`src/common/atsb_pkg.sv`:
```
package atsb_pkg;
  localparam logic [2:0] ATSB_ADDR_STATUS = 3'h0;
  localparam logic [2:0] ATSB_ADDR_COUNTER = 3'h1;
  localparam logic [2:0] ATSB_ADDR_COMPARE = 3'h2;
  localparam logic [2:0] ATSB_ADDR_CONTROL = 3'h3;
  localparam logic [2:0] ATSB_ADDR_PRESCALE = 3'h4;
  localparam int ATSB_AS_BIT = 3;
  localparam int ATSB_CNT_UB_BIT = 2;
  localparam int ATSB_CMP_UB_BIT = 1;
  localparam int ATSB_CTL_UB_BIT = 0;
  localparam int ATSB_CTL_FORCE_BIT = 7;
  localparam int ATSB_CTL_WGM0_BIT = 6;
  localparam int ATSB_CTL_COM_LSB = 4;
  localparam int ATSB_CTL_WGM1_BIT = 3;
  localparam int ATSB_CTL_CS_LSB = 0;
  localparam int ATSB_PSR_BIT = 0;
  localparam logic [7:0] ATSB_STATUS_RST = 8'h00;
  localparam logic [7:0] ATSB_COUNTER_RST = 8'h00;
  localparam logic [7:0] ATSB_COMPARE_RST = 8'h00;
  localparam logic [7:0] ATSB_CONTROL_RST = 8'h00;
  localparam logic [7:0] ATSB_TOP_VALUE = 8'hFF;
  localparam int ATSB_XFER_EDGES = 2;
  localparam int ATSB_FLAG_SYNC_CYCLES = 3;
  localparam int ATSB_WAKE_STALL_CYCLES = 4;
  localparam int ATSB_PRE_W = 10;

  typedef struct packed {
    logic [2:0] addr;
    logic [7:0] wdata;
    logic wr;
    logic rd;
  } atsb_bus_s;

  typedef enum logic [2:0] {
    ATSB_SLEEP_NONE = 3'h0,
    ATSB_SLEEP_IDLE = 3'h1,
    ATSB_SLEEP_SAVE = 3'h2,
    ATSB_SLEEP_EXT_STBY = 3'h3,
    ATSB_SLEEP_DOWN = 3'h4,
    ATSB_SLEEP_STBY = 3'h5
  } atsb_sleep_e;

  typedef enum logic [1:0] {
    ATSB_W_IDLE = 2'b00,
    ATSB_W_PEND = 2'b01,
    ATSB_W_STALL = 2'b11,
    ATSB_W_RECOVER = 2'b10
  } atsb_wake_e;

  function automatic logic [ATSB_PRE_W-1:0] atsb_pre_mask(input logic [2:0] cs);
    case (cs)
      3'h2: atsb_pre_mask = 10'h007;
      3'h3: atsb_pre_mask = 10'h01F;
      3'h4: atsb_pre_mask = 10'h03F;
      3'h5: atsb_pre_mask = 10'h07F;
      3'h6: atsb_pre_mask = 10'h0FF;
      3'h7: atsb_pre_mask = 10'h3FF;
      default: atsb_pre_mask = 10'h000;
    endcase
  endfunction
endpackage

```
`src/atsb_sync_reg.sv`:
```
module atsb_sync_reg
  import atsb_pkg::*;
#(
  parameter int W = 8,
  parameter logic [W-1:0] RST_VAL = '0
) (
  input wire logic i_ref_clk,
  input wire logic i_nrst,
  input wire logic i_wr,
  input wire logic [W-1:0] i_wdata,
  input wire logic i_async,
  input wire logic i_osc_rise,
  output logic o_busy,
  output logic [W-1:0] o_temp,
  output logic o_load
);
  logic [1:0] edges;

  // Temporary register
  always_ff @(posedge i_ref_clk) begin
    if (!i_nrst) begin
      o_temp <= RST_VAL;
    end else if (i_wr) begin
      o_temp <= i_wdata;
    end
  end

  // Busy flag, edge count and load pulse
  always_ff @(posedge i_ref_clk) begin
    if (!i_nrst) begin
      o_busy <= 1'b0;
      edges <= 2'h0;
      o_load <= 1'b0;
    end else begin
      o_load <= 1'b0;
      if (i_wr) begin
        edges <= 2'h0;
        o_busy <= i_async;
        o_load <= !i_async;
      end else if (o_busy && i_osc_rise) begin
        if (edges == 2'(ATSB_XFER_EDGES - 1)) begin
          o_busy <= 1'b0;
          o_load <= 1'b1;
        end else begin
          edges <= edges + 2'h1;
        end
      end
    end
  end

  AST_WR_SETS_BUSY: assert property (@(posedge i_ref_clk) disable iff (!i_nrst)
    i_wr && i_async |=> o_busy && !o_load) else $error("busy not set by async write");
  AST_SYNC_LOADS_NOW: assert property (@(posedge i_ref_clk) disable iff (!i_nrst)
    i_wr && !i_async |=> !o_busy && o_load) else $error("sync write not loaded");
endmodule

```
`src/atsb_top.sv`:
```
// Notes on behaviour
// - Select bit picks I/O clock or crystal
// - Switching source leaves timer registers unknown
// - Counter write sets counter busy flag
// - Compare write sets compare busy flag
// - Control write sets control busy flag
// - Counter reads live count in sync mode, compare and control read temporaries
// - Writes land after two crystal edges
// - Counter, compare and control each have own temporary
// - Pending counter/compare write blocks match
// - One crystal cycle before rearming wake
// - Crystal runs except power-down, standby
// - Wake starts on next timer tick
// - Processor stalls four cycles after wake
// - Counter read resynced on crystal edge
// - Flags arrive three cycles after tick
// - Compare pin driven in timer domain
// - Prescaler reset bit held until done
module atsb_top
  import atsb_pkg::*;
(
  input wire logic i_ref_clk,
  input wire logic i_nrst,
  input wire atsb_bus_s i_bus,
  output logic [7:0] o_rdata,
  input wire logic i_timer_osc_in,
  input wire atsb_sleep_e i_sleep_mode,
  input wire logic i_compare_irq_enable,
  input wire logic i_overflow_irq_enable,
  output logic o_async_clock_select,
  output logic o_osc_run,
  output logic o_compare_pin,
  output logic o_compare_flag_set,
  output logic o_overflow_flag_set,
  output logic o_wake,
  output logic o_cpu_stall
);
  localparam int FLAG_DLY = ATSB_FLAG_SYNC_CYCLES;

  logic osc_s1;
  logic osc_s2;
  logic osc_s3;
  logic osc_rise;
  logic src_tick;
  logic cnt_en;
  logic [7:0] counter;
  logic [7:0] cnt_read;
  logic [7:0] compare_value;
  logic [7:0] timer_control;
  logic prescaler_reset_bit;
  logic [ATSB_PRE_W-1:0] pre;
  logic cnt_busy;
  logic cmp_busy;
  logic ctl_busy;
  logic cnt_load;
  logic cmp_load;
  logic ctl_load;
  logic [7:0] cnt_temp;
  logic [7:0] cmp_temp;
  logic [7:0] ctl_temp;
  logic wr_cnt;
  logic wr_cmp;
  logic wr_ctl;
  logic match;
  logic match_evt;
  logic ovf_evt;
  logic [FLAG_DLY-1:0] cmp_pipe;
  logic [FLAG_DLY-1:0] ovf_pipe;
  logic cmp_hold;
  logic ovf_hold;
  logic cmp_in;
  logic ovf_in;
  logic [2:0] stall_cnt;
  logic wake_sleep;
  logic wake_cond;
  atsb_wake_e wake_state;
  atsb_wake_e next_wake_state;

  assign wr_cnt = i_bus.wr && (i_bus.addr == ATSB_ADDR_COUNTER);
  assign wr_cmp = i_bus.wr && (i_bus.addr == ATSB_ADDR_COMPARE);
  assign wr_ctl = i_bus.wr && (i_bus.addr == ATSB_ADDR_CONTROL);

  // Crystal input synchroniser and edge detect
  always_ff @(posedge i_ref_clk) begin
    if (!i_nrst) begin
      osc_s1 <= 1'b0;
      osc_s2 <= 1'b0;
      osc_s3 <= 1'b0;
    end else begin
      osc_s1 <= i_timer_osc_in;
      osc_s2 <= osc_s1;
      osc_s3 <= osc_s2;
    end
  end
  assign osc_rise = osc_s2 && !osc_s3;

  // Clock source select
  always_ff @(posedge i_ref_clk) begin
    if (!i_nrst) begin
      o_async_clock_select <= ATSB_STATUS_RST[ATSB_AS_BIT];
    end else if (i_bus.wr && i_bus.addr == ATSB_ADDR_STATUS) begin
      o_async_clock_select <= i_bus.wdata[ATSB_AS_BIT];
    end
  end
  assign src_tick = o_async_clock_select ? osc_rise : 1'b1;
  assign o_osc_run = o_async_clock_select
    && !(i_sleep_mode == ATSB_SLEEP_DOWN || i_sleep_mode == ATSB_SLEEP_STBY);

  // Per-register temporaries
  atsb_sync_reg #(.W(8), .RST_VAL(ATSB_COUNTER_RST)) u_cnt_sync (
    .i_ref_clk(i_ref_clk),
    .i_nrst(i_nrst),
    .i_wr(wr_cnt),
    .i_wdata(i_bus.wdata),
    .i_async(o_async_clock_select),
    .i_osc_rise(osc_rise),
    .o_busy(cnt_busy),
    .o_temp(cnt_temp),
    .o_load(cnt_load)
  );
  atsb_sync_reg #(.W(8), .RST_VAL(ATSB_COMPARE_RST)) u_cmp_sync (
    .i_ref_clk(i_ref_clk),
    .i_nrst(i_nrst),
    .i_wr(wr_cmp),
    .i_wdata(i_bus.wdata),
    .i_async(o_async_clock_select),
    .i_osc_rise(osc_rise),
    .o_busy(cmp_busy),
    .o_temp(cmp_temp),
    .o_load(cmp_load)
  );
  atsb_sync_reg #(.W(8), .RST_VAL(ATSB_CONTROL_RST)) u_ctl_sync (
    .i_ref_clk(i_ref_clk),
    .i_nrst(i_nrst),
    .i_wr(wr_ctl),
    .i_wdata(i_bus.wdata),
    .i_async(o_async_clock_select),
    .i_osc_rise(osc_rise),
    .o_busy(ctl_busy),
    .o_temp(ctl_temp),
    .o_load(ctl_load)
  );

  // Destination registers
  always_ff @(posedge i_ref_clk) begin
    if (!i_nrst) begin
      compare_value <= ATSB_COMPARE_RST;
      timer_control <= ATSB_CONTROL_RST;
    end else begin
      if (cmp_load) begin
        compare_value <= cmp_temp;
      end
      if (ctl_load) begin
        timer_control <= ctl_temp;
      end
    end
  end

  // Prescaler reset bit
  always_ff @(posedge i_ref_clk) begin
    if (!i_nrst) begin
      prescaler_reset_bit <= 1'b0;
    end else if (i_bus.wr && i_bus.addr == ATSB_ADDR_PRESCALE && i_bus.wdata[ATSB_PSR_BIT]) begin
      prescaler_reset_bit <= 1'b1;
    end else if (prescaler_reset_bit && src_tick) begin
      prescaler_reset_bit <= 1'b0;
    end
  end

  // Prescaler
  always_ff @(posedge i_ref_clk) begin
    if (!i_nrst) begin
      pre <= '0;
    end else if (prescaler_reset_bit && src_tick) begin
      pre <= '0;
    end else if (src_tick) begin
      pre <= pre + 1'b1;
    end
  end
  assign cnt_en = src_tick && !prescaler_reset_bit
    && (timer_control[ATSB_CTL_CS_LSB +: 3] != 3'h0)
    && ((pre & atsb_pre_mask(timer_control[ATSB_CTL_CS_LSB +: 3]))
        == atsb_pre_mask(timer_control[ATSB_CTL_CS_LSB +: 3]));

  // Compare match, blocked while a counter or compare write is pending
  assign match = (counter == compare_value) && !cnt_busy && !cmp_busy;
  assign match_evt = cnt_en && match;
  assign ovf_evt = cnt_en && (counter == ATSB_TOP_VALUE);

  // Counter
  always_ff @(posedge i_ref_clk) begin
    if (!i_nrst) begin
      counter <= ATSB_COUNTER_RST;
    end else if (cnt_load) begin
      counter <= cnt_temp;
    end else if (cnt_en) begin
      if (match && timer_control[ATSB_CTL_WGM1_BIT] && !timer_control[ATSB_CTL_WGM0_BIT]) begin
        counter <= 8'h00;
      end else begin
        counter <= counter + 8'h01;
      end
    end
  end

  // Read copy of the count
  always_ff @(posedge i_ref_clk) begin
    if (!i_nrst) begin
      cnt_read <= ATSB_COUNTER_RST;
    end else if (!o_async_clock_select || osc_rise) begin
      cnt_read <= counter;
    end
  end

  // Compare pin in timer domain
  always_ff @(posedge i_ref_clk) begin
    if (!i_nrst) begin
      o_compare_pin <= 1'b0;
    end else if (match_evt) begin
      case (timer_control[ATSB_CTL_COM_LSB +: 2])
        2'h1: o_compare_pin <= !o_compare_pin;
        2'h2: o_compare_pin <= 1'b0;
        2'h3: o_compare_pin <= 1'b1;
        default: o_compare_pin <= o_compare_pin;
      endcase
    end
  end

  // Events wait for the next crystal tick
  always_ff @(posedge i_ref_clk) begin
    if (!i_nrst || !o_async_clock_select) begin
      cmp_hold <= 1'b0;
      ovf_hold <= 1'b0;
    end else begin
      cmp_hold <= match_evt || (cmp_hold && !osc_rise);
      ovf_hold <= ovf_evt || (ovf_hold && !osc_rise);
    end
  end
  assign cmp_in = o_async_clock_select ? (cmp_hold && osc_rise) : match_evt;
  assign ovf_in = o_async_clock_select ? (ovf_hold && osc_rise) : ovf_evt;

  // Flag transport to processor domain
  always_ff @(posedge i_ref_clk) begin
    if (!i_nrst) begin
      cmp_pipe <= '0;
      ovf_pipe <= '0;
      o_compare_flag_set <= 1'b0;
      o_overflow_flag_set <= 1'b0;
    end else begin
      cmp_pipe <= {cmp_pipe[FLAG_DLY-2:0], cmp_in};
      ovf_pipe <= {ovf_pipe[FLAG_DLY-2:0], ovf_in};
      o_compare_flag_set <= cmp_pipe[FLAG_DLY-2];
      o_overflow_flag_set <= ovf_pipe[FLAG_DLY-2];
    end
  end

  // Wake sequencing
  assign wake_sleep = o_async_clock_select
    && (i_sleep_mode == ATSB_SLEEP_SAVE || i_sleep_mode == ATSB_SLEEP_EXT_STBY);
  assign wake_cond = (match_evt && i_compare_irq_enable) || (ovf_evt && i_overflow_irq_enable);

  always_comb begin
    next_wake_state = wake_state;
    case (wake_state)
      ATSB_W_IDLE: begin
        if (wake_sleep && wake_cond) begin
          next_wake_state = ATSB_W_PEND;
        end
      end
      ATSB_W_PEND: begin
        if (src_tick) begin
          next_wake_state = ATSB_W_STALL;
        end
      end
      ATSB_W_STALL: begin
        if (stall_cnt == 3'(ATSB_WAKE_STALL_CYCLES - 1)) begin
          next_wake_state = ATSB_W_RECOVER;
        end
      end
      ATSB_W_RECOVER: begin
        if (src_tick) begin
          next_wake_state = ATSB_W_IDLE;
        end
      end
      default: next_wake_state = ATSB_W_IDLE;
    endcase
  end

  always_ff @(posedge i_ref_clk) begin
    if (!i_nrst) begin
      wake_state <= ATSB_W_IDLE;
    end else begin
      wake_state <= next_wake_state;
    end
  end

  always_ff @(posedge i_ref_clk) begin
    if (!i_nrst) begin
      stall_cnt <= 3'h0;
    end else if (wake_state == ATSB_W_STALL) begin
      stall_cnt <= stall_cnt + 3'h1;
    end else begin
      stall_cnt <= 3'h0;
    end
  end

  assign o_wake = (wake_state == ATSB_W_PEND) && src_tick;
  assign o_cpu_stall = (wake_state == ATSB_W_STALL);

  // Register read
  always_ff @(posedge i_ref_clk) begin
    if (!i_nrst) begin
      o_rdata <= 8'h00;
    end else if (i_bus.rd) begin
      case (i_bus.addr)
        ATSB_ADDR_STATUS: o_rdata <= {4'h0, o_async_clock_select, cnt_busy, cmp_busy, ctl_busy};
        ATSB_ADDR_COUNTER: o_rdata <= o_async_clock_select ? cnt_read : counter;
        ATSB_ADDR_COMPARE: o_rdata <= cmp_temp;
        ATSB_ADDR_CONTROL: o_rdata <= {1'b0, ctl_temp[ATSB_CTL_FORCE_BIT-1:0]};
        ATSB_ADDR_PRESCALE: o_rdata <= {7'h00, prescaler_reset_bit};
        default: o_rdata <= 8'h00;
      endcase
    end else begin
      o_rdata <= 8'h00;
    end
  end

  AST_FLAG_DELAY: assert property (@(posedge i_ref_clk) disable iff (!i_nrst)
    cmp_in |-> ##FLAG_DLY o_compare_flag_set) else $error("compare flag delay wrong");
  AST_FLAG_TICK: assert property (@(posedge i_ref_clk) disable iff (!i_nrst)
    o_async_clock_select && match_evt |=> cmp_hold) else $error("flag not held for a tick");
  AST_STALL_LEN: assert property (@(posedge i_ref_clk) disable iff (!i_nrst)
    $rose(o_cpu_stall) |-> o_cpu_stall [*4] ##1 !o_cpu_stall) else $error("stall not four cycles");
  AST_MATCH_BLOCK: assert property (@(posedge i_ref_clk) disable iff (!i_nrst)
    (cnt_busy || cmp_busy) |-> !match_evt) else $error("match while write pending");
  AST_OSC_STOP: assert property (@(posedge i_ref_clk) disable iff (!i_nrst)
    (i_sleep_mode == ATSB_SLEEP_DOWN) |-> !o_osc_run) else $error("oscillator running in power-down");
  AST_RD_TEMP: assert property (@(posedge i_ref_clk) disable iff (!i_nrst)
    i_bus.rd && i_bus.addr == ATSB_ADDR_COMPARE |=> o_rdata == $past(cmp_temp))
    else $error("compare read not temporary");
  AST_PSR_HOLD: assert property (@(posedge i_ref_clk) disable iff (!i_nrst)
    o_async_clock_select && prescaler_reset_bit && !osc_rise |=> prescaler_reset_bit)
    else $error("prescaler reset released early");
  AST_WAKE_TICK: assert property (@(posedge i_ref_clk) disable iff (!i_nrst)
    wake_state == ATSB_W_IDLE && wake_sleep && wake_cond |=> !o_cpu_stall && !o_wake)
    else $error("wake started in same tick");
  AST_CNT_READ_HOLD: assert property (@(posedge i_ref_clk) disable iff (!i_nrst)
    o_async_clock_select && !osc_rise |=> $stable(cnt_read)) else $error("count copy moved off edge");
  AST_BUSY_CLEAR: assert property (@(posedge i_ref_clk) disable iff (!i_nrst)
    $fell(cmp_busy) |-> ##1 compare_value == cmp_temp) else $error("compare not loaded at busy clear");

  COV_ASYNC_XFER: cover property (@(posedge i_ref_clk) disable iff (!i_nrst) $fell(cnt_busy));
  COV_WAKE: cover property (@(posedge i_ref_clk) disable iff (!i_nrst) $rose(o_cpu_stall));
  COV_OVF: cover property (@(posedge i_ref_clk) disable iff (!i_nrst) o_overflow_flag_set);
endmodule

```
`config.mk`:
```
export PLATFORM = sky130hd
export DESIGN_NAME = atsb_top
export DESIGN_NICKNAME = d
export VERILOG_FILES = /design/src/common/atsb_pkg.sv /design/src/atsb_sync_reg.sv /design/src/atsb_top.sv
export SDC_FILE = /design/constraint.sdc
export NUM_CORES = 1
export LEC_CHECK = 0
export BUFFER_PORTS_ARGS = -buffer_cell sky130_fd_sc_hd__buf_2
export CAP_MARGIN = 10
export CORE_UTILIZATION = 60
export CTS_CLUSTER_SIZE = 16
export DETAILED_ROUTE_END_ITERATION = 6
export PLACE_DENSITY = 0.76
export SYNTH_ARGS = -nofsm -noshare
export SYNTH_HDL_FRONTEND = slang
export SYNTH_HIERARCHICAL = 1
export SYNTH_SLANG_ARGS = --single-unit
```
`constraint.sdc`:
```
create_clock -name i_ref_clk -period 2.66 [get_ports i_ref_clk]
set_clock_uncertainty 0.2 [all_clocks]
set_input_delay 0.399 -clock i_ref_clk [delete_from_list [all_inputs] [get_ports i_ref_clk]]
set_output_delay 0.399 -clock i_ref_clk [all_outputs]
set_load 0.05 [all_outputs]
```
Word-level counts from Yosys, hierarchy flattened
Cells that the tools add are included.
{"block": "totals", "reg_bits": 103, "out_inout_bits": 15, "wordCells": 182}
{"block": "classes", "add_sub_neg": 6, "n_eq_ne": 31, "n_mux": 35, "n_bitwise": 5, "reduce_logical": 73}
{"cell": "10-bit one-hot mux with 6 select lines", "n": 1}
{"cell": "8-bit one-hot mux with 5 select lines", "n": 1}
{"cell": "8-bit two-way mux", "n": 4}
{"cell": "1-bit logical AND", "n": 30}
{"cell": "1-bit two-way mux", "n": 23}
{"cell": "3-bit by 2-bit equality test with 1-bit output, second input constant", "n": 7}
{"cell": "3-bit equality test, second input constant", "n": 7}
{"cell": "2-bit AND reduction", "n": 9}
{"cell": "2-bit nonzero test", "n": 8}
{"cell": "10-bit by 1-bit adder with 10-bit output, second input constant", "n": 1}
{"cell": "10-bit bitwise AND", "n": 1}
{"cell": "10-bit equality test", "n": 1}
{"cell": "2-bit by 1-bit equality test with 1-bit output, second input constant", "n": 5}
{"cell": "1-bit zero test", "n": 10}
{"cell": "8-bit by 1-bit adder with 8-bit output, second input constant", "n": 1}
{"cell": "2-bit equality test, second input constant", "n": 4}
{"cell": "8-bit equality test", "n": 1}
{"cell": "8-bit equality test, second input constant", "n": 1}
{"cell": "2-bit two-way mux", "n": 4}
{"cell": "2-bit one-hot mux with 4 select lines", "n": 1}
{"cell": "2-bit OR reduction", "n": 4}
{"cell": "1-bit logical OR", "n": 7}
{"cell": "2-bit by 1-bit adder with 2-bit output, second input constant", "n": 3}
{"cell": "2-bit inequality test, second input constant", "n": 3}
{"cell": "other kinds (9)", "n": 13}

Longest topological paths before layout
Gate-level depths: netlist of run 1.
{"block": "logic_depth", "word_depth": 12, "ltp_mapped": 7}

Hierarchy
Netlist of run 1, hierarchy kept.
{"mod": "atsb_top", "n_inst": 1, "cells_per_inst": 368, "area_per_inst_um2": 3246.9}
{"mod": "atsb_sync_reg", "n_inst": 3, "cells_per_inst": 45, "area_per_inst_um2": 490.5}

Least setup slack after synthesis of run 1
Ideal clock, no wire load.
{"block": "synth_timing", "kind": "reg2out", "from": "register o_async_clock_select", "to": "output o_osc_run", "arrival_time_ps": 2497, "t_required_ps": 2061, "slack_ps": -436, "stages_incl_launch_ff": 4, "n_path_buf": 2, "path_cell_list": "dfxtp_1 buf_2 clkbuf_1 a21boi_0"}
{"block": "synth_between", "elab_chain_len": 1}
{"item": "from (decl)", "line_no": "atsb_top.sv:30", "source": "output logic o_async_clock_select,"}
{"item": "from (signal assigned)", "line_no": "atsb_top.sv:100", "source": "o_async_clock_select <= ATSB_STATUS_RST[ATSB_AS_BIT];"}
{"item": "from (signal assigned)", "line_no": "atsb_top.sv:102", "source": "o_async_clock_select <= i_bus.wdata[ATSB_AS_BIT];"}
{"item": "1-bit logical AND", "line_no": "atsb_top.sv:107", "source": "&& !(i_sleep_mode == ATSB_SLEEP_DOWN || i_sleep_mode == ATSB_SLEEP_STBY);"}
{"item": "to (decl)", "line_no": "atsb_top.sv:31", "source": "output logic o_osc_run,"}
No other way between the ends.

Worst setup path after layout of run 1
{"block": "layout_timing", "from": "register pre[5]", "to": "register ovf_pipe[0]"}
{"block": "layout_between", "elab_chain_len": 5}
{"item": "from (decl)", "line_no": "atsb_top.sv:51", "source": "logic [ATSB_PRE_W-1:0] pre;"}
{"item": "from (signal assigned)", "line_no": "atsb_top.sv:177", "source": "pre <= pre + 1'b1;"}
{"item": "10-bit bitwise AND", "line_no": "atsb_top.sv:182", "source": "&& ((pre & atsb_pre_mask(timer_control[ATSB_CTL_CS_LSB +: 3]))"}
{"item": "10-bit equality test", "line_no": "atsb_top.sv:183", "source": "== atsb_pre_mask(timer_control[ATSB_CTL_CS_LSB +: 3]));"}
{"item": "1-bit logical AND", "line_no": "atsb_top.sv:182"}
{"item": "1-bit logical AND", "line_no": "atsb_top.sv:188", "source": "assign ovf_evt = cnt_en && (counter == ATSB_TOP_VALUE);"}
{"item": "1-bit two-way mux", "line_no": "atsb_top.sv:239", "source": "assign ovf_in = o_async_clock_select ? (ovf_hold && osc_rise) : ovf_evt;"}
{"item": "to (signal assigned)", "line_no": "atsb_top.sv:250", "source": "ovf_pipe <= {ovf_pipe[FLAG_DLY-2:0], ovf_in};"}
{"item": "to (decl)", "line_no": "atsb_top.sv:68", "source": "logic [FLAG_DLY-1:0] ovf_pipe;"}
No other way between the ends.
A chain may end at the register's enable or synchronous reset.

==> impl_metrics.env, run 1 <==
export IMPL_status="completed"
export IMPL_crit_chain="or2b_2, a311o_2, or3_1, or3_1, a21oi_1"
export IMPL_slowest_delay_ps=520
export IMPL_timing_final_crit_share_pct=91.28
export IMPL_instances_no_fill=639
export IMPL_vdd_drop_max_mv=0.4195
export IMPL_yosysWarnings=6
export IMPL_power_density_nw_per_um2=521.8
export IMPL_hold_violations=0
export IMPL_postRouteAntennaNets=0
export IMPL_startpoint_type="register"
export IMPL_rows=31
export IMPL_fmax_mhz=411.9
export IMPL_wl_per_cell_um=15.74
export IMPL_crit_slowest_cell="or3_1"
export IMPL_synthCells=500
export IMPL_grt_start_max_net_pins=28
export IMPL_relSlewSlack_pct=48.15
export IMPL_place_ws_ps=254.6
export IMPL_hold_class="input pin to register"
export IMPL_cts_tree="built"
export IMPL_gr_usage_all_layers_pct=26.32
export IMPL_initial_core_util_pct=63.20
export IMPL_setup_tns_ps=0
export IMPL_cts_setup_buffers=0
export IMPL_syn_num_nets=528
export IMPL_dp_cells=623
export IMPL_die_w_um=90.34
export IMPL_drt_iter0_drc=263
export IMPL_worstSetupPathType="register to register"
export IMPL_num_nets_final=563
export IMPL_cts_sinks=103
export IMPL_die_y_um=90.34
export IMPL_crit_required_ps=2760
export IMPL_clk_path_buf_depth=2
export IMPL_tightest_slew_ps=776.2
export IMPL_antenna_found_initial=0
export IMPL_n_fill_cell=607
export IMPL_cts_root_buf="clkbuf_8"
export IMPL_overflow=0
export IMPL_rsz0062_at_grt="no"
export IMPL_final_core_util_pct=69.38
export IMPL_dp_hpwl_um=7342
export IMPL_io_pins=36
export IMPL_num_vias=3554
export IMPL_diodes=0
export IMPL_critPathCaptureType="register"
export IMPL_drv_slew=0
export IMPL_max_cap_violations=0
export IMPL_grt_first_pass_wirelength_um=16830
export IMPL_drive_gt1_share_pct=16.67
export IMPL_syn_area_sq_um=4682
export IMPL_period_needed_ps=2428
export IMPL_cts_resized=0
export IMPL_htree_levels=3
export IMPL_port_buffers=34
export IMPL_drt_wl_total_um=10060
export IMPL_holdWs_ps=46.79
export IMPL_clk_pin_slew_ps=90
export IMPL_place_congestion=0.8434
export IMPL_crit_fanout=11
export IMPL_syn_area_per_cell_sq_um=9.364
export IMPL_areaGrowthSynthToFinish_pct=9.781
export IMPL_crit_buf_inv=0
export IMPL_grt_pass1_vias=3441
export IMPL_critPathArrivalTime_ps=2530
export IMPL_core_sq_um=7408
export IMPL_hold_buffers=0
export IMPL_drc=0
export IMPL_drt_pass1_iter_count=6
export IMPL_clkLatencyLatePin_ps=370
export IMPL_crit_top_cell="or3_1"
export IMPL_cp_top_family="simple AND/OR/NAND/NOR gates"
export IMPL_die_area_sq_um=8160
export IMPL_setup_violations=0
export IMPL_numCtsBuffers=9
export IMPL_viasPerCell=5.562
export IMPL_leakagePower_nw=1.871
export IMPL_setup_slack_ps=232.1
==> cell type report <==
type / count / area [sq um] / area share [%]
Sequential cell: 103 / 2062 / 40.12
Clock buffer: 11 / 151.4 / 2.945
Multi-Input combinational cell: 359 / 2436 / 47.40
Timing Repair Buffer: 48 / 275.3 / 5.355
Clock inverter: 5 / 38.79 / 0.7546
Tap cell: 99 / 123.9 / 2.410
Inverter: 14 / 52.55 / 1.022
==> cells in the final DEF (no fill, tap or decap), types with 6 or more instances in the layout <==
cell	instances
mux2i_1	53
dfxtp_1	103
and3_1	7
buf_4	14
nand2_1	46
nand3b_1	6
o21ai_0	8
xnor2_1	7
clkbuf_8	11
xor2_1	7
buf_2	34
inv_1	13
nand3_1	22
nand4_1	6
nand2b_1	6
ha_1	7
nor2b_1	28
nor2_1	53
and2_1	16
a21oi_1	25
==> registers in the layout, indices dropped and copies added (netlist names), 2 cells and up <==
| name | count |
|---|---|
| cmp_pipe | 2 |
| cnt_read | 8 |
| compare_value | 8 |
| counter | 8 |
| o_rdata | 8 |
| ovf_pipe | 2 |
| pre | 10 |
| stall_cnt | 3 |
| timer_control | 7 |
| u_cmp_sync/edges | 2 |
| u_cmp_sync/o_temp | 8 |
| u_cnt_sync/edges | 2 |
| u_cnt_sync/o_temp | 8 |
| u_ctl_sync/edges | 2 |
| u_ctl_sync/o_temp | 7 |
| wake_state | 2 |
==> per-stage QoR <==
stage | power (mW) | area, sq um
2_1_floorplan | 1.721 | 4687
3_3_place_gp | 1.771 | 4950
3_5_place_dp | 1.774 | 4950
4_1_cts | 2.699 | 5140
5_1_grt | 2.770 | 5140
6_report | 2.682 | 5140
==> worst register-to-register path: cells and delay by family, from the launching register on <==
family	cells	cell delay [ps]
compound gates	2	560
simple gates	3	1230
flops	1	380
==> report_power, final <==
group / internal [mW] / switching (mW)
Clock: 0.399 / 0.544
Sequential: 1.56 / 0.0182
Combinational: 0.0646 / 0.0970
==> path summary, 6_finish.rpt <==
path | slack, ps | from | depth (start not counted) | endpoint
max | 230 | pre[5] | 5 | ovf_pipe[0]
min | 50 | i_timer_osc_in | 2 | osc_s1
max reg2reg | 230 | pre[5] | 5 | ovf_pipe[0]
min reg2reg | 230 | stall_cnt[0] | 1 | stall_cnt[0]
==> routing by layer <==
layer | share of wire, % | vias to the layer above | global-route usage (%)
li1 | - | 1788 | -
met5 | 0 | - | 0
met1 | 44 | 1670 | 33.07
met2 | 50 | 86 | 45.55
met3 | 5.3 | 10 | 4.798
met4 | 0.85 | 0 | 8.602
(Power assumes the default switching activity.)
==> run 2: changes to the inputs <==
--- a/config.mk
+++ b/config.mk
@@ -5,12 +5,13 @@
 export SDC_FILE = /design/constraint.sdc
 export NUM_CORES = 1
 export LEC_CHECK = 0
+export ABC_AREA = 1
 export BUFFER_PORTS_ARGS = -buffer_cell sky130_fd_sc_hd__buf_2
 export CAP_MARGIN = 10
-export CORE_UTILIZATION = 60
+export CORE_UTILIZATION = 59
 export CTS_CLUSTER_SIZE = 16
 export DETAILED_ROUTE_END_ITERATION = 6
-export PLACE_DENSITY = 0.76
+export PLACE_DENSITY = 0.75
 export SYNTH_ARGS = -nofsm -noshare
 export SYNTH_HDL_FRONTEND = slang
 export SYNTH_HIERARCHICAL = 1
==> run 2 against run 1 <==
Routed wire length up 11%. Non-clock buffer count down 8. Sequential cell count unchanged. Register-to-register slack better by 420 ps. Die area about the same. Global-route usage up 2.6 points. Final cell count up 23%. Synthesized cell count up 29%. Power up 2.5%. Via count up 20%. Utilization down 1.1 points. Clock power down 0.8%. Largest cell class unchanged.
==> impl_metrics.env, run 2 <==
export IMPL_place_ws_ps=621.4
export IMPL_hold_class="input pin to register"
export IMPL_globalRouteMet2Util_pct=49.43
export IMPL_cts_resized=0
export IMPL_io_pins=36
export IMPL_cts_root_buf="clkbuf_8"
export IMPL_rsz0062_at_grt="no"
export IMPL_syn_num_nets=675
export IMPL_regMostFlops="pre"
export IMPL_leakagePower_nw=2.299
export IMPL_synthCells=647
export IMPL_tightest_slew_ps=584.6
export IMPL_syn_area_per_cell_sq_um=7.113
export IMPL_postRouteAntennaNets=0
export IMPL_cts_setup_buffers=0
export IMPL_dp_hpwl_um=8205
export IMPL_hold_buffers=0
export IMPL_grtUsageMet1_pct=37.45
export IMPL_areaGrowthSynthToFinish_pct=9.870
export IMPL_critPathArrivalTime_ps=1660
export IMPL_final_core_util_pct=68.25
export IMPL_crit_fanout=12
export IMPL_drt_iter0_drc=408
export IMPL_grt_pass1_vias=4063
export IMPL_grt_busiest_layer="met2"
export IMPL_viasPerCell=5.407
export IMPL_numCtsBuffers=9
export IMPL_layout_common_cells="nand2_1 (128), nor2_1 (108), dfxtp_1 (103), inv_1 (76), o21ai_0 (55)"
export IMPL_clk_path_buf_depth=2
export IMPL_status="completed"
export IMPL_wl_per_cell_um=14.15
export IMPL_n_fill_cell=645
export IMPL_gr_usage_all_layers_pct=28.91
export IMPL_syn_area_sq_um=4602
export IMPL_setup_slack_ps=396.4
export IMPL_initial_core_util_pct=62.12
export IMPL_die_y_um=90.32
export IMPL_max_cap_violations=0
export IMPL_clk_pin_slew_ps=100
export IMPL_grtUsageMet3_pct=3.872
export IMPL_drt_pass1_iter_count=5
export IMPL_critPathCaptureType="output port"
export IMPL_place_congestion=0.8892
export IMPL_setup_tns_ps=0
export IMPL_worstSetupPathType="register to output port"
export IMPL_final_common_cell="nand2_1"
export IMPL_power_density_nw_per_um2=543.5
export IMPL_grt_first_pass_wirelength_um=18870
export IMPL_vdd_drop_max_mv=0.3119
export IMPL_grt_start_max_net_pins=45
export IMPL_largest_register_ffs=10
export IMPL_period_needed_ps=2264
export IMPL_yosysWarnings=6
export IMPL_startpoint_type="register"
export IMPL_port_buffers=34
export IMPL_relSlewSlack_pct=60.98
export IMPL_drt_wl_total_um=11120
export IMPL_setup_violations=0
export IMPL_cts_tree="built"
export IMPL_drv_slew=0
export IMPL_hold_violations=0
export IMPL_timing_final_crit_share_pct=85.10
export IMPL_antenna_found_initial=0
export IMPL_cts_sinks=103
export IMPL_num_nets_final=710
export IMPL_drc=0
export IMPL_drive_gt1_share_pct=12.66
export IMPL_die_w_um=90.32
export IMPL_fmax_mhz=441.8
export IMPL_die_area_sq_um=8157
export IMPL_htree_levels=3
export IMPL_overflow=0
export IMPL_crit_required_ps=2060
export IMPL_diodes=0
export IMPL_num_vias=4250
export IMPL_rows=31
export IMPL_core_sq_um=7408
export IMPL_clkLatencyLatePin_ps=370
## run 2: area by class of cell
class / count / area, sq um / share of cell area [%]
clock inverters: 7 / 63.81 / 1.262
clock buffers: 9 / 123.9 / 2.450
inverters: 87 / 326.6 / 6.459
flip-flops and latches: 103 / 2062 / 40.78
repair buffers: 40 / 215.2 / 4.256
well taps: 99 / 123.9 / 2.450
multi-input cells: 441 / 2141 / 42.34
## run 2: worst paths after layout
kind,startpoint,to,slack (ps),cells past startpoint
worst min register to register,osc_s1,osc_s2,220,2
worst max-delay path,osc_s2,o_wake,400,5
worst min-delay path,i_timer_osc_in,osc_s1,10,3
worst max register to register,osc_s2,pre[8],650,8
## run 2: through the flow
step / cells / power, mW / cell area [sq um] / hold WS, ps
final: 786 / 2.748 / 5056 / 12.76
after global routing: 786 / 2.852 / 5056 / 33.14
after CTS: 786 / 2.760 / 5056 / 9.873
after detailed placement: 770 / 1.844 / 4868 / 200.6
after global placement: 770 / 1.838 / 4868 / 192.2
after floorplan: 647 / 1.767 / 4602 / 190.5
## run 2: power by group
group / total [mW] / switching, mW / internal [mW]
registers: 1.60 / 0.0302 / 1.57
clock network: 0.935 / 0.574 / 0.362
logic: 0.208 / 0.144 / 0.0639
total: 2.75 / 0.748 / 2.00
## run 2: routing by layer
layer  vias to the layer above  part of all wire, %
li1                       2156                    -
met1                      1923                   46
met2                       148                   47
met3                        23                  5.2
met4                         0                  2.5
met5                         -                    0
## run 2: critical path, cell delays in order, from the launching register on
cell	delay [ps]
dfxtp_1	350
nand2_2	100
nand2_1	360
nand2_1	120
nor2_1	100
buf_2	260
